**config.mk**
```make
export PLATFORM = sky130hd
export DESIGN_NAME = brs_sync_status
export DESIGN_NICKNAME = d
export VERILOG_FILES = /design/src/hw/brs_pkg.sv /design/src/hw/brs_char_if.sv /design/src/hw/brs_sync_status.sv /design/src/hw/brs_status_enc.sv /design/src/hw/brs_char_fifo.sv
export SDC_FILE = /design/constraint.sdc
export NUM_CORES = 1
export LEC_CHECK = 0
export ABC_AREA = 1
export BUFFER_PORTS_ARGS = -buffer_cell sky130_fd_sc_hd__buf_4
export CAP_MARGIN = 10
export CELL_PAD_IN_SITES_DETAIL_PLACEMENT = 0
export CELL_PAD_IN_SITES_GLOBAL_PLACEMENT = 1
export CORE_MARGIN = 2
export CORE_UTILIZATION = 45
export CTS_CLUSTER_SIZE = 14
export DETAILED_ROUTE_END_ITERATION = 7
export PLACE_DENSITY_LB_ADDON = 0.1
export SYNTH_ARGS = -nofsm -noshare
export SYNTH_HDL_FRONTEND = slang
export SYNTH_HIERARCHICAL = 1
export SYNTH_SLANG_ARGS = --single-unit
```
**constraint.sdc**
```tcl
create_clock -name ref_clk -period 5.31 [get_ports ref_clk]
set_input_delay 0.2655 -clock ref_clk [delete_from_list [all_inputs] [get_ports ref_clk]]
set_output_delay 0.2655 -clock ref_clk [all_outputs]
set_load 0.01 [all_outputs]
```
**src/hw/brs_pkg.sv**
```systemverilog
// shared constants and types for the bonded receive sync/status block
package brs_pkg;
	localparam int DATA_W = 8;
	localparam int STAT_W = 3;
	localparam int CHAR_W = 11;
	localparam int FIFO_DEPTH = 8;

	// receive mode select bit positions
	localparam int MODE_TYPE_BIT = 0;
	localparam int MODE_BOND_BIT = 1;

	// character status codes
	localparam logic [2:0] ST_DATA = 3'h0;
	localparam logic [2:0] ST_SPECIAL = 3'h1;
	localparam logic [2:0] ST_ELASTIC = 3'h2;
	localparam logic [2:0] ST_LOCK = 3'h2;
	localparam logic [2:0] ST_FRAMING = 3'h3;
	localparam logic [2:0] ST_VIOLATION = 3'h4;
	localparam logic [2:0] ST_LOSS = 3'h5;
	localparam logic [2:0] ST_DISPARITY = 3'h6;
	localparam logic [2:0] ST_RESYNC = 3'h7;

	// run lengths for gaining and dropping sync
	localparam logic [2:0] FRAMING_RUN = 3'h4;
	localparam logic [2:0] DEC_ERR_RUN = 3'h4;
	localparam logic [2:0] INV_MARGIN = 3'h4;

	// values after reset
	localparam logic [1:0] MODE_RESET = 2'h0;
	localparam logic PLL_LOST_RESET = 1'h1;
	localparam logic [7:0] DATA_RESET = 8'h00;
	localparam logic [2:0] STAT_RESET = ST_LOSS;
	localparam logic [2:0] RUN_RESET = 3'h0;

	typedef enum logic [3:0] {
		state_no_sync = 4'h1,
		state_resync = 4'h2,
		state_bond_failed = 4'h4,
		state_in_sync = 4'h8
	} brs_sync_t;
endpackage : brs_pkg

```
**src/hw/brs_char_if.sv**
```systemverilog
// character plus status hand-off between the tagger and the buffer
`timescale 1ns/1ps
`default_nettype none
interface brs_char_if #(parameter int W = 11);
	logic [W-1:0] data;
	logic valid;
	logic ready;
	modport src (output data, output valid, input ready);
	modport snk (input data, input valid, output ready);
endinterface : brs_char_if
`default_nettype wire

```
**src/hw/brs_sync_status.sv**
```systemverilog
// per-channel receive sync state machine and character status tagger
//
// Behaviour
// each channel has its own sync machine, running only while bonding is selected
// bonding off (modes 0, 1): machine idle, status straight from decoding
// machine tracks loss and recovery of framing and helps bonding control
// Type A and Type B machine variants; selected style decides which runs
// Type A: four states, only in-sync gives several codes; here resync also passes decoded codes
// Type B: four states, some give one code, others several
// code 000 marks a valid data character
// code 001 marks a valid special character, not framing nor violation
// Type A code 010 marks elasticity buffer under or overrun
// Type B code 010 marks channel lock, on last character before aligned data
// code 011 marks a framing character, its decoded value on the bus
// code 100 marks a codeword violation, bus carries replacement character
// code 101 marks loss of sync or bonded misalignment
// Type B also uses code 101 for elasticity buffer errors
// independent channels use code 101 for receive pll out of lock
// code 110 marks running disparity error
// code 111 marks the resync state, bus shows the framing character
// low bit of receive mode select picks Type A or Type B
// overlapping conditions settle by priority, bad disparity is not data
// four framing characters in a row are needed to gain sync
// sync dropped on buffer error, pll unlock, four decode errors, or margin 4
// smallest priority number wins when several conditions hold
// status is registered together with its character
`timescale 1ns/1ps
`default_nettype none
module brs_sync_status (
	input wire logic ref_clk,
	input wire logic sys_rst,
	input wire logic [1:0] receive_mode_select,
	input wire logic framing_char_select,
	input wire logic pll_unlock,
	input wire logic char_valid,
	input wire logic [7:0] char_data,
	input wire logic char_special,
	input wire logic char_k28_5,
	input wire logic char_comma,
	input wire logic code_violation,
	input wire logic disparity_error,
	input wire logic elastic_error,
	input wire logic bond_inhibit,
	input wire logic deskew_expired,
	input wire logic bond_locked,
	input wire logic host_ready,
	output logic char_ready,
	output logic [7:0] receive_data_bus,
	output logic [2:0] receive_char_status,
	output logic receive_valid,
	output var brs_pkg::brs_sync_t sync_state
);
	logic [1:0] mode_meta_reg, mode_meta_next, mode_sync_reg, mode_sync_next;
	logic pll_meta_reg, pll_meta_next, pll_sync_reg, pll_sync_next;
	brs_pkg::brs_sync_t state_reg, state_next;
	logic [2:0] fram_run_reg, fram_run_next;
	logic [2:0] err_run_reg, err_run_next;
	logic [2:0] margin_reg, margin_next;
	logic [7:0] data_reg, data_next;
	logic [2:0] status_reg, status_next;
	logic valid_reg, valid_next;
	logic bond_on, type_b, framing_hit, dec_err, hard_err;
	logic wr_fire, lock_now, a_align;
	logic [2:0] char_code, stat_code;
	logic [brs_pkg::CHAR_W-1:0] fifo_data;
	logic fifo_valid, fifo_take;

	brs_char_if #(.W(brs_pkg::CHAR_W)) ch_if ();

	// two-stage synchronisers for the strap-like mode pins and the pll flag
	always_comb begin
		mode_meta_next = receive_mode_select;
		mode_sync_next = mode_meta_reg;
		pll_meta_next = pll_unlock;
		pll_sync_next = pll_meta_reg;
	end

	always_ff @(posedge ref_clk) begin
		if (sys_rst) begin
			mode_meta_reg <= brs_pkg::MODE_RESET;
			mode_sync_reg <= brs_pkg::MODE_RESET;
			pll_meta_reg <= brs_pkg::PLL_LOST_RESET;
			pll_sync_reg <= brs_pkg::PLL_LOST_RESET;
		end else begin
			mode_meta_reg <= mode_meta_next;
			mode_sync_reg <= mode_sync_next;
			pll_meta_reg <= pll_meta_next;
			pll_sync_reg <= pll_sync_next;
		end
	end

	// bonding enable bit
	assign bond_on = mode_sync_reg[brs_pkg::MODE_BOND_BIT];
	// reporting style bit
	assign type_b = mode_sync_reg[brs_pkg::MODE_TYPE_BIT];

	// framing pattern follows the select: any comma or the full K28.5 only
	assign framing_hit = framing_char_select ? char_comma : char_k28_5;
	assign dec_err = code_violation || disparity_error;
	assign hard_err = elastic_error || pll_sync_reg;
	assign wr_fire = char_valid && ch_if.ready;

	// Type B lock on the last framing character before aligned data
	assign lock_now = type_b && framing_hit && bond_locked && !dec_err;
	// Type A leaves resync on the first aligned non-framing character
	assign a_align = !type_b && bond_locked && !framing_hit && !dec_err;

	brs_status_enc u_enc (
		.pll_lost(pll_sync_reg),
		.elastic_error(elastic_error),
		.code_violation(code_violation),
		.framing(framing_hit),
		.disparity_error(disparity_error),
		.special(char_special),
		.type_b(type_b),
		.code(char_code)
	);

	// sync machine; counters only step on accepted characters, and bonding off or pll loss clears them
	always_comb begin
		state_next = state_reg;
		fram_run_next = fram_run_reg;
		err_run_next = err_run_reg;
		margin_next = margin_reg;
		// machine held idle without bonding
		if (!bond_on) begin
			state_next = brs_pkg::state_no_sync;
			fram_run_next = brs_pkg::RUN_RESET;
			err_run_next = brs_pkg::RUN_RESET;
			margin_next = brs_pkg::RUN_RESET;
		// pll loss drops sync even between characters
		end else if (pll_sync_reg) begin
			state_next = brs_pkg::state_no_sync;
			fram_run_next = brs_pkg::RUN_RESET;
			err_run_next = brs_pkg::RUN_RESET;
			margin_next = brs_pkg::RUN_RESET;
		end else if (wr_fire) begin
			// run counters saturate at their limits
			if (!framing_hit) begin
				fram_run_next = brs_pkg::RUN_RESET;
			end else if (fram_run_reg != brs_pkg::FRAMING_RUN) begin
				fram_run_next = fram_run_reg + 1'b1;
			end
			if (!dec_err) begin
				err_run_next = brs_pkg::RUN_RESET;
			end else if (err_run_reg != brs_pkg::DEC_ERR_RUN) begin
				err_run_next = err_run_reg + 1'b1;
			end
			// invalid minus valid, floored at zero
			if (dec_err && margin_reg != brs_pkg::INV_MARGIN) begin
				margin_next = margin_reg + 1'b1;
			end else if (!dec_err && margin_reg != '0) begin
				margin_next = margin_reg - 1'b1;
			end
			// framing loss and recovery
			unique case (state_reg)
				brs_pkg::state_no_sync: begin
					// four framing characters in a row
					if (!elastic_error && framing_hit && fram_run_reg == brs_pkg::FRAMING_RUN - 3'h1) begin
						state_next = brs_pkg::state_resync;
					end
				end
				brs_pkg::state_resync: begin
					// any decode error while resyncing restarts the search
					if (elastic_error || dec_err) begin
						state_next = brs_pkg::state_no_sync;
					end else if (deskew_expired && !bond_inhibit) begin
						state_next = brs_pkg::state_bond_failed;
					// exit condition depends on style
					end else if (lock_now || a_align) begin
						state_next = brs_pkg::state_in_sync;
					end
				end
				brs_pkg::state_bond_failed: begin
					if (elastic_error || dec_err) begin
						state_next = brs_pkg::state_no_sync;
					end else if (framing_hit && fram_run_reg == brs_pkg::FRAMING_RUN - 3'h1) begin
						state_next = brs_pkg::state_resync;
					end
				end
				brs_pkg::state_in_sync: begin
					// drop conditions while in sync
					if (elastic_error || err_run_next == brs_pkg::DEC_ERR_RUN ||
						margin_next == brs_pkg::INV_MARGIN) begin
						state_next = brs_pkg::state_no_sync;
					end
				end
			endcase
			if (state_next != state_reg) begin
				margin_next = brs_pkg::RUN_RESET;
				err_run_next = brs_pkg::RUN_RESET;
			end
		end
	end

	always_ff @(posedge ref_clk) begin
		if (sys_rst) begin
			state_reg <= brs_pkg::state_no_sync;
			fram_run_reg <= brs_pkg::RUN_RESET;
			err_run_reg <= brs_pkg::RUN_RESET;
			margin_reg <= brs_pkg::RUN_RESET;
		end else begin
			state_reg <= state_next;
			fram_run_reg <= fram_run_next;
			err_run_reg <= err_run_next;
			margin_reg <= margin_next;
		end
	end

	// status per state; no-sync and bond-failed give the loss code, resync and in-sync pass several codes
	always_comb begin
		stat_code = char_code;
		if (bond_on) begin
			unique case (state_reg)
				// not framed or bonding lost
				brs_pkg::state_no_sync, brs_pkg::state_bond_failed: begin
					stat_code = brs_pkg::ST_LOSS;
				end
				brs_pkg::state_resync: begin
					// Type B resync gives loss on hard errors, else lock or resync
					if (hard_err) begin
						stat_code = char_code;
					end else if (lock_now) begin
						stat_code = brs_pkg::ST_LOCK;
					end else if (!a_align) begin
						// resync code with framing char on bus
						stat_code = brs_pkg::ST_RESYNC;
					end
				end
				brs_pkg::state_in_sync: begin
					stat_code = char_code;
				end
			endcase
		end
	end

	// status and character travel as one word
	assign ch_if.data = {stat_code, char_data};
	assign ch_if.valid = char_valid;
	assign char_ready = ch_if.ready;

	// buffer absorbs host stalls; its ready is the decoder's back-pressure
	brs_char_fifo #(
		.WIDTH(brs_pkg::CHAR_W),
		.DEPTH(brs_pkg::FIFO_DEPTH)
	) u_fifo (
		.clk(ref_clk),
		.rst(sys_rst),
		.wr(ch_if.snk),
		.rd_data(fifo_data),
		.rd_valid(fifo_valid),
		.rd_ready(fifo_take)
	);

	// output register reloads whenever empty or the host takes the word
	assign fifo_take = !valid_reg || host_ready;

	always_comb begin
		data_next = data_reg;
		status_next = status_reg;
		valid_next = valid_reg;
		if (fifo_take) begin
			valid_next = fifo_valid;
			if (fifo_valid) begin
				data_next = fifo_data[brs_pkg::DATA_W-1:0];
				status_next = fifo_data[brs_pkg::CHAR_W-1:brs_pkg::DATA_W];
			end
		end
	end

	// status and data share one edge
	always_ff @(posedge ref_clk) begin
		if (sys_rst) begin
			data_reg <= brs_pkg::DATA_RESET;
			status_reg <= brs_pkg::STAT_RESET;
			valid_reg <= 1'b0;
		end else begin
			data_reg <= data_next;
			status_reg <= status_next;
			valid_reg <= valid_next;
		end
	end

	assign receive_data_bus = data_reg;
	assign receive_char_status = status_reg;
	assign receive_valid = valid_reg;
	assign sync_state = state_reg;
endmodule : brs_sync_status
`default_nettype wire

```
**src/hw/brs_status_enc.sv**
```systemverilog
// priority encoder for the per-character status conditions
`timescale 1ns/1ps
`default_nettype none
module brs_status_enc (
	input wire logic pll_lost,
	input wire logic elastic_error,
	input wire logic code_violation,
	input wire logic framing,
	input wire logic disparity_error,
	input wire logic special,
	input wire logic type_b,
	output logic [2:0] code
);
	// most urgent wins
	// lower priority number checked first; R19 bad disparity never reads as data
	always_comb begin
		// pll out of lock
		if (pll_lost) begin
			code = brs_pkg::ST_LOSS;
		// elastic error style
		end else if (elastic_error) begin
			code = type_b ? brs_pkg::ST_LOSS : brs_pkg::ST_ELASTIC;
		// codeword violation
		end else if (code_violation) begin
			code = brs_pkg::ST_VIOLATION;
		// framing char seen
		end else if (framing) begin
			code = brs_pkg::ST_FRAMING;
		// disparity error
		end else if (disparity_error) begin
			code = brs_pkg::ST_DISPARITY;
		// special code
		end else if (special) begin
			code = brs_pkg::ST_SPECIAL;
		// plain data
		end else begin
			code = brs_pkg::ST_DATA;
		end
	end
endmodule : brs_status_enc
`default_nettype wire

```
**src/hw/brs_char_fifo.sv**
```systemverilog
// flip-flop fifo holding tagged characters ahead of the output register
`timescale 1ns/1ps
`default_nettype none
module brs_char_fifo #(
	parameter int WIDTH = 11,
	parameter int DEPTH = 8
) (
	input wire logic clk,
	input wire logic rst,
	brs_char_if.snk wr,
	output logic [WIDTH-1:0] rd_data,
	output logic rd_valid,
	input wire logic rd_ready
);
	localparam int AW = $clog2(DEPTH);
	localparam int CW = $clog2(DEPTH + 1);
	localparam logic [AW-1:0] LAST = AW'(DEPTH - 1);
	localparam logic [CW-1:0] FULL = CW'(DEPTH);

	logic [DEPTH-1:0][WIDTH-1:0] mem_reg;
	logic [DEPTH-1:0][WIDTH-1:0] mem_next;
	logic [AW-1:0] wr_ptr_reg, wr_ptr_next, rd_ptr_reg, rd_ptr_next;
	logic [CW-1:0] count_reg, count_next;
	logic room_reg, room_next;
	logic push, pop;

	assign push = wr.valid && room_reg;
	assign pop = rd_valid && rd_ready;
	assign wr.ready = room_reg;
	assign rd_valid = (count_reg != '0);
	assign rd_data = mem_reg[rd_ptr_reg];

	// one write port per entry
	for (genvar i = 0; i < DEPTH; i++) begin : g_entry
		assign mem_next[i] = (push && wr_ptr_reg == AW'(i)) ? wr.data : mem_reg[i];
	end

	// pointers wrap at the last entry; ready is a flop so the source sees no glitch
	always_comb begin
		wr_ptr_next = wr_ptr_reg;
		rd_ptr_next = rd_ptr_reg;
		count_next = count_reg;
		if (push) begin
			wr_ptr_next = (wr_ptr_reg == LAST) ? '0 : wr_ptr_reg + 1'b1;
		end
		if (pop) begin
			rd_ptr_next = (rd_ptr_reg == LAST) ? '0 : rd_ptr_reg + 1'b1;
		end
		if (push && !pop) begin
			count_next = count_reg + 1'b1;
		end else if (pop && !push) begin
			count_next = count_reg - 1'b1;
		end
		room_next = (count_next != FULL);
	end

	always_ff @(posedge clk) begin
		mem_reg <= mem_next;
		if (rst) begin
			wr_ptr_reg <= '0;
			rd_ptr_reg <= '0;
			count_reg <= '0;
			room_reg <= 1'b1;
		end else begin
			wr_ptr_reg <= wr_ptr_next;
			rd_ptr_reg <= rd_ptr_next;
			count_reg <= count_next;
			room_reg <= room_next;
		end
	end
endmodule : brs_char_fifo
`default_nettype wire

```
# == After elaboration in Yosys (flattened, before gate mapping) ==
# Cells that the tools add are included.
# totals
ff_bits,130
output_inout_bits,17
wordCells,144
# op_classes
add_sub_neg,8
order_cmp,1
eq_ne,21
n_mux,44
bitwise,1
n_reduce_logical,46
# op_table
op,count
$mux W3,26
$mux W4,12
$bmux W11 S3,1
$logic_and A1 B1 Y1,24
$eq A3 B3 Y1 const B,7
$pmux W4 S4,1
$add A3 B1 Y3 const B,5
$mux W11,1
$eq A3 B2 Y1 const B,3
$ne A3 B3 Y1 const B,3
$pmux W3 S3,1
$logic_not A1 Y1,8
$logic_or A1 B1 Y1,7
$add A4 B1 Y4 const B,1
$eq A4 B1 Y1 const B,1
$eq A4 B2 Y1 const B,1
$eq A4 B3 Y1 const B,1
$eq A4 B4 Y1 const B,1
$lt A3 B4 Y1 const B,1
$ne A4 B4 Y1,1
$ne A4 B4 Y1 const B,1
$reduce_and A2 Y1,2
$reduce_bool A4 Y1,1
$sub A4 B1 Y4 const B,1
9 further kinds,10

# == Logic depth before layout (Yosys ltp) ==
# logic_depth
word_depth,17
mapped_depth,15

# == Cells and area by module ==
# The synthesis kept the hierarchy.
# modules_own_cells
module,instances,cells_per_inst,area_per_inst_um2
brs_char_fifo,1,349,4164.0
brs_sync_status,1,284,1826.8
brs_status_enc,1,18,75.1

# == Worst setup path after synthesis ==
# Ideal clock, no wire load.
# synth_timing
kind,register to register
from,reg u_fifo.room_reg (netlist: u_fifo/wr.ready)
to,reg u_fifo/mem_reg[0] (netlist bit) (enable)
setup_ns,0.393
arrival_ns,1.576
t_required_ns,4.917
setup_slack_ns,3.341
path_stages_with_launch,4
synth_period_minus_slack_ns,1.969
cell_sequence,dfxtp_1 -> nand2_1 -> clkbuf_1 -> nor3_1
# synth_via
elab_chain_len,2
# synth_rtl
item,line_no,text
start: declaration,brs_char_fifo.sv:24,"logic room_reg, room_next;"
start signal: assignment,brs_char_fifo.sv:68,room_reg <= room_next;
$logic_and A1 B1 Y1,brs_char_fifo.sv:27,assign push = wr.valid && room_reg;
$logic_and A1 B1 Y1,brs_char_fifo.sv:35,assign mem_next[i] = (push && wr_ptr_reg == AW'(i)) ? wr.data : mem_reg[i];
end signal: assignment,brs_char_fifo.sv:58,mem_reg <= mem_next;
end: declaration,brs_char_fifo.sv:20,logic [DEPTH-1:0][WIDTH-1:0] mem_reg;
# Every way passes these cells.
# A chain may end at the register's enable or synchronous reset.

# == Worst setup path after layout ==
# layout_timing
from,reg u_fifo.rd_ptr_reg[0]
to,reg data_reg[6] (netlist: receive_data_bus[6])
# layout_via
elab_chain_len,2
# layout_rtl
item,line_no,text
start: declaration,brs_char_fifo.sv:22,"logic [AW-1:0] wr_ptr_reg, wr_ptr_next, rd_ptr_reg, rd_ptr_next;"
start signal: assignment,brs_char_fifo.sv:66,rd_ptr_reg <= rd_ptr_next;
$bmux W11 S3,brs_char_fifo.sv:31,assign rd_data = mem_reg[rd_ptr_reg];
$mux W11 (implied by the code),brs_char_fifo.sv:31,
"named net fifo_data, one bit",brs_sync_status.sv:65,logic [brs_pkg::CHAR_W-1:0] fifo_data;
end signal: assignment,brs_sync_status.sv:274,data_reg <= brs_pkg::DATA_RESET;
end signal: assignment,brs_sync_status.sv:278,data_reg <= data_next;
end: declaration,brs_sync_status.sv:59,"logic [7:0] data_reg, data_next;"
# The timed path passes the listed nets, and every way through them passes these cells. The select of a mux whose other input is x is not followed.

==> run_results.csv <==
group,metric,value,unit
cts,htreeDepth,4,
global_routing,grt_pass1_wl,21300,um
die,io_pins,42,
drt,post-route-drc-count,0,
timing,relSlewSlack,51.8,%
critical_path,cp.required,5.60,ns
drt,drtIter0Drc,295,
final_layout,largest_reg_flops,88,
outcome,outcome,"finished clean",
flow_run,drv_cap,0,
timing,setup_violations,0,
timing,worst_pin_slew,0.721,ns
timing,hold_violations,0,
placed_design,place_congestion,0.753,
global_routing,grt_pass1_vias,4329,
die,die_h,120,um
die,die-area,0.0144,sq mm
die,row_count,42,
critical_path,cp-start-kind,"flop",
timing,max_freq,0.447,GHz
placed_design,dpl.hpwl,8640,um
cts,clockBufferDepth,2,
global_routing,antenna_found_initial,0,
final_layout,final_cell_mix,"nor2_1 (124), nand2_1 (107), edfxtp_1 (88), inv_1 (60), buf_4 (51)",
yosys,synth-edff-count,88,
critical_path,worstPathMaxFanout,47,
global_routing,grt_start_max_net_pins,48,
yosys,yosysWarnings,6,
timing,rsz0062_at_grt,"false",
power_and_ir_drop,power_density,474,mW/mm^2
cts,clock-sinks,130,
placed_design,place_ws,3.08,ns
die,start_util,46.0,%
yosys,syn_nets,694,
drt,vias,4486,
critical_path,path_class,"reg2reg",
hold_path,min_path_type,"in2reg",
cts,cts.hold.buffers_added,0,
yosys,synthCells,651,
drt,viasPerCell,5.07,
drt,wl_per_cell,15.2,um
power_and_ir_drop,ir_worst_vdd,0.000222,V
cts,cts-resized-gates,0,
drt,ant_nets,0,
timing,fin_skew,0.00965,ns
final_layout,final_nets,738,
cts,cts_tree,"yes",
timing,drv_slew,0,
timing,post-route-period-util,42.1,%
critical_path,end_kind,"flop",
final_layout,area_delta_synth_final,17.9,%
final_layout,final_common_cell,"nor2_1",
yosys,syn_area,0.00607,sq mm
drt,routed_wl,13400,um
yosys,ys_seq_elements,130,
yosys,yosysSeqAreaShare,57.4,%
cts,clk_latency,0.41,ns
die,die_w,120,um
final_layout,drive_above_1_share,16.5,%
yosys,postSynthAreaPerCell,9.32,sq um
final_layout,antenna_cells,0,
critical_path,reg2regPathDepth,8,
drt,firstDrtPassIters,7,
global_routing,grt_overflow,0,
hold_path,worstHoldPathCells,2,
yosys,ys_async_sr_fraction,0,%
timing,final.setup.tns,0,ns
placed_design,portBuffers,41,
timing,min_period,2.24,ns
timing,setup_ws,3.07,ns
power_and_ir_drop,total_leakage_power,0.00294,uW
cts,cts_root_buf,"clkbuf_16",
cts,post-cts-setup-buffers,0,
critical_path,worstPathArrival,2.53,ns
yosys,ys_types,33,
cts,path_clk_slew,0.06,ns
die,core,0.0132,sq mm
global_routing,track_usage,19.5,%
cts,cts_buffers,17,
yosys,synth_flop_cell,"edfxtp_1",
==> power by group <==
group / switching, uW / leakage, uW / internal (uW)
logic: 600 / 0.00150 / 314
clock network: 438 / 0.000298 / 757
registers: 80.4 / 0.00114 / 1200
total: 1120 / 0.00294 / 2270
==> final cells by class <==
class | instances | area (sq um)
Timing Repair Buffer | 51 | 383
Fill cell | 1216 | 6040
Multi-Input combinational cell | 427 | 2190
Clock buffer | 18 | 439
Sequential cell | 130 | 3480
Tap cell | 176 | 220
Inverter | 68 | 256
Clock inverter | 14 | 176
==> layer usage <==
metal	track usage (%)	wire [um]	part of all wire (%)	vias to the layer above
li1	-	-	-	2286
met3	4.66	447	3.3	8
met4	6.69	156	1.2	0
met2	32.9	6630	49	103
met1	24.4	6170	46	2089
met5	0	0	0	-
==> cells in the mapped netlist (3+ instances only) <==
master,n,area (sq um)
dfxtp_1,42,841
o32ai_1,22,193
nand3_2,4,40.0
buf_2,6,30.0
nand2_2,8,50.1
inv_2,7,26.3
clkbuf_1,14,52.6
nor2_4,3,33.8
buf_4,3,22.5
nand2_4,3,33.8
or2_2,3,18.8
a21oi_1,26,130
nand3_1,25,125
ha_1,18,225
nor2_1,124,465
inv_1,60,225
nor3_1,11,55.1
nand2_1,107,402
o21ai_0,48,240
a211oi_1,3,22.5
nand4_1,11,68.8
edfxtp_1,88,2640
==> stage by stage <==
| step | instance area, sq um | hold slack [ns] | instances | power (uW) | util [%] |
|---|---|---|---|---|---|
| 6_report | 7150 | 0.0529 | 884 | 3390 | 54.2 |
| 5_1_grt | 7150 | 0.0353 | 884 | 3590 | 54.2 |
| 4_1_cts | 7150 | 0.0386 | 884 | 3430 | 54.2 |
| 3_5_place_dp | 6540 | 0.405 | 852 | 2230 | 49.6 |
| 3_3_place_gp | 6540 | 0.396 | 852 | 2200 | 49.6 |
| 2_1_floorplan | 6070 | 0.335 | 651 | 1960 | - |
==> path summary, 6_finish.rpt <==
kind                                     startpoint  slack, ns                               end
setup / recovery  u_fifo/rd_ptr_reg[0]$_SDFFE_PP0P_       3.07  receive_data_bus[6]$_SDFFE_PP0P_
hold / removal                           pll_unlock       0.05           pll_meta_reg$_SDFF_PP1_
setup reg to reg  u_fifo/rd_ptr_reg[0]$_SDFFE_PP0P_       3.07  receive_data_bus[6]$_SDFFE_PP0P_
hold reg to reg         mode_meta_reg[1]$_SDFF_PP0_       0.41       mode_sync_reg[1]$_SDFF_PP0_
==> worst max-delay path, stage by stage, from the launching register on <==
cell	delay, ns
dfxtp_1	0.30
buf_4	0.41
clkinv_2	0.63
nor2_1	0.26
o32ai_1	0.12
nand2_1	0.08
nand2_1	0.06
o21ai_0	0.19
nor2_1	0.06
==> logic make-up after synthesis <==
family	after synthesis	share of synthesized area [%]
flops	130	57.4
fa+ha+maj	18	3.71
buf+inv	94	6.39
xor+xnor	3	0.433
compound gates	104	10.4
simple gates	302	21.6
Power figures use the tool's default switching activity.
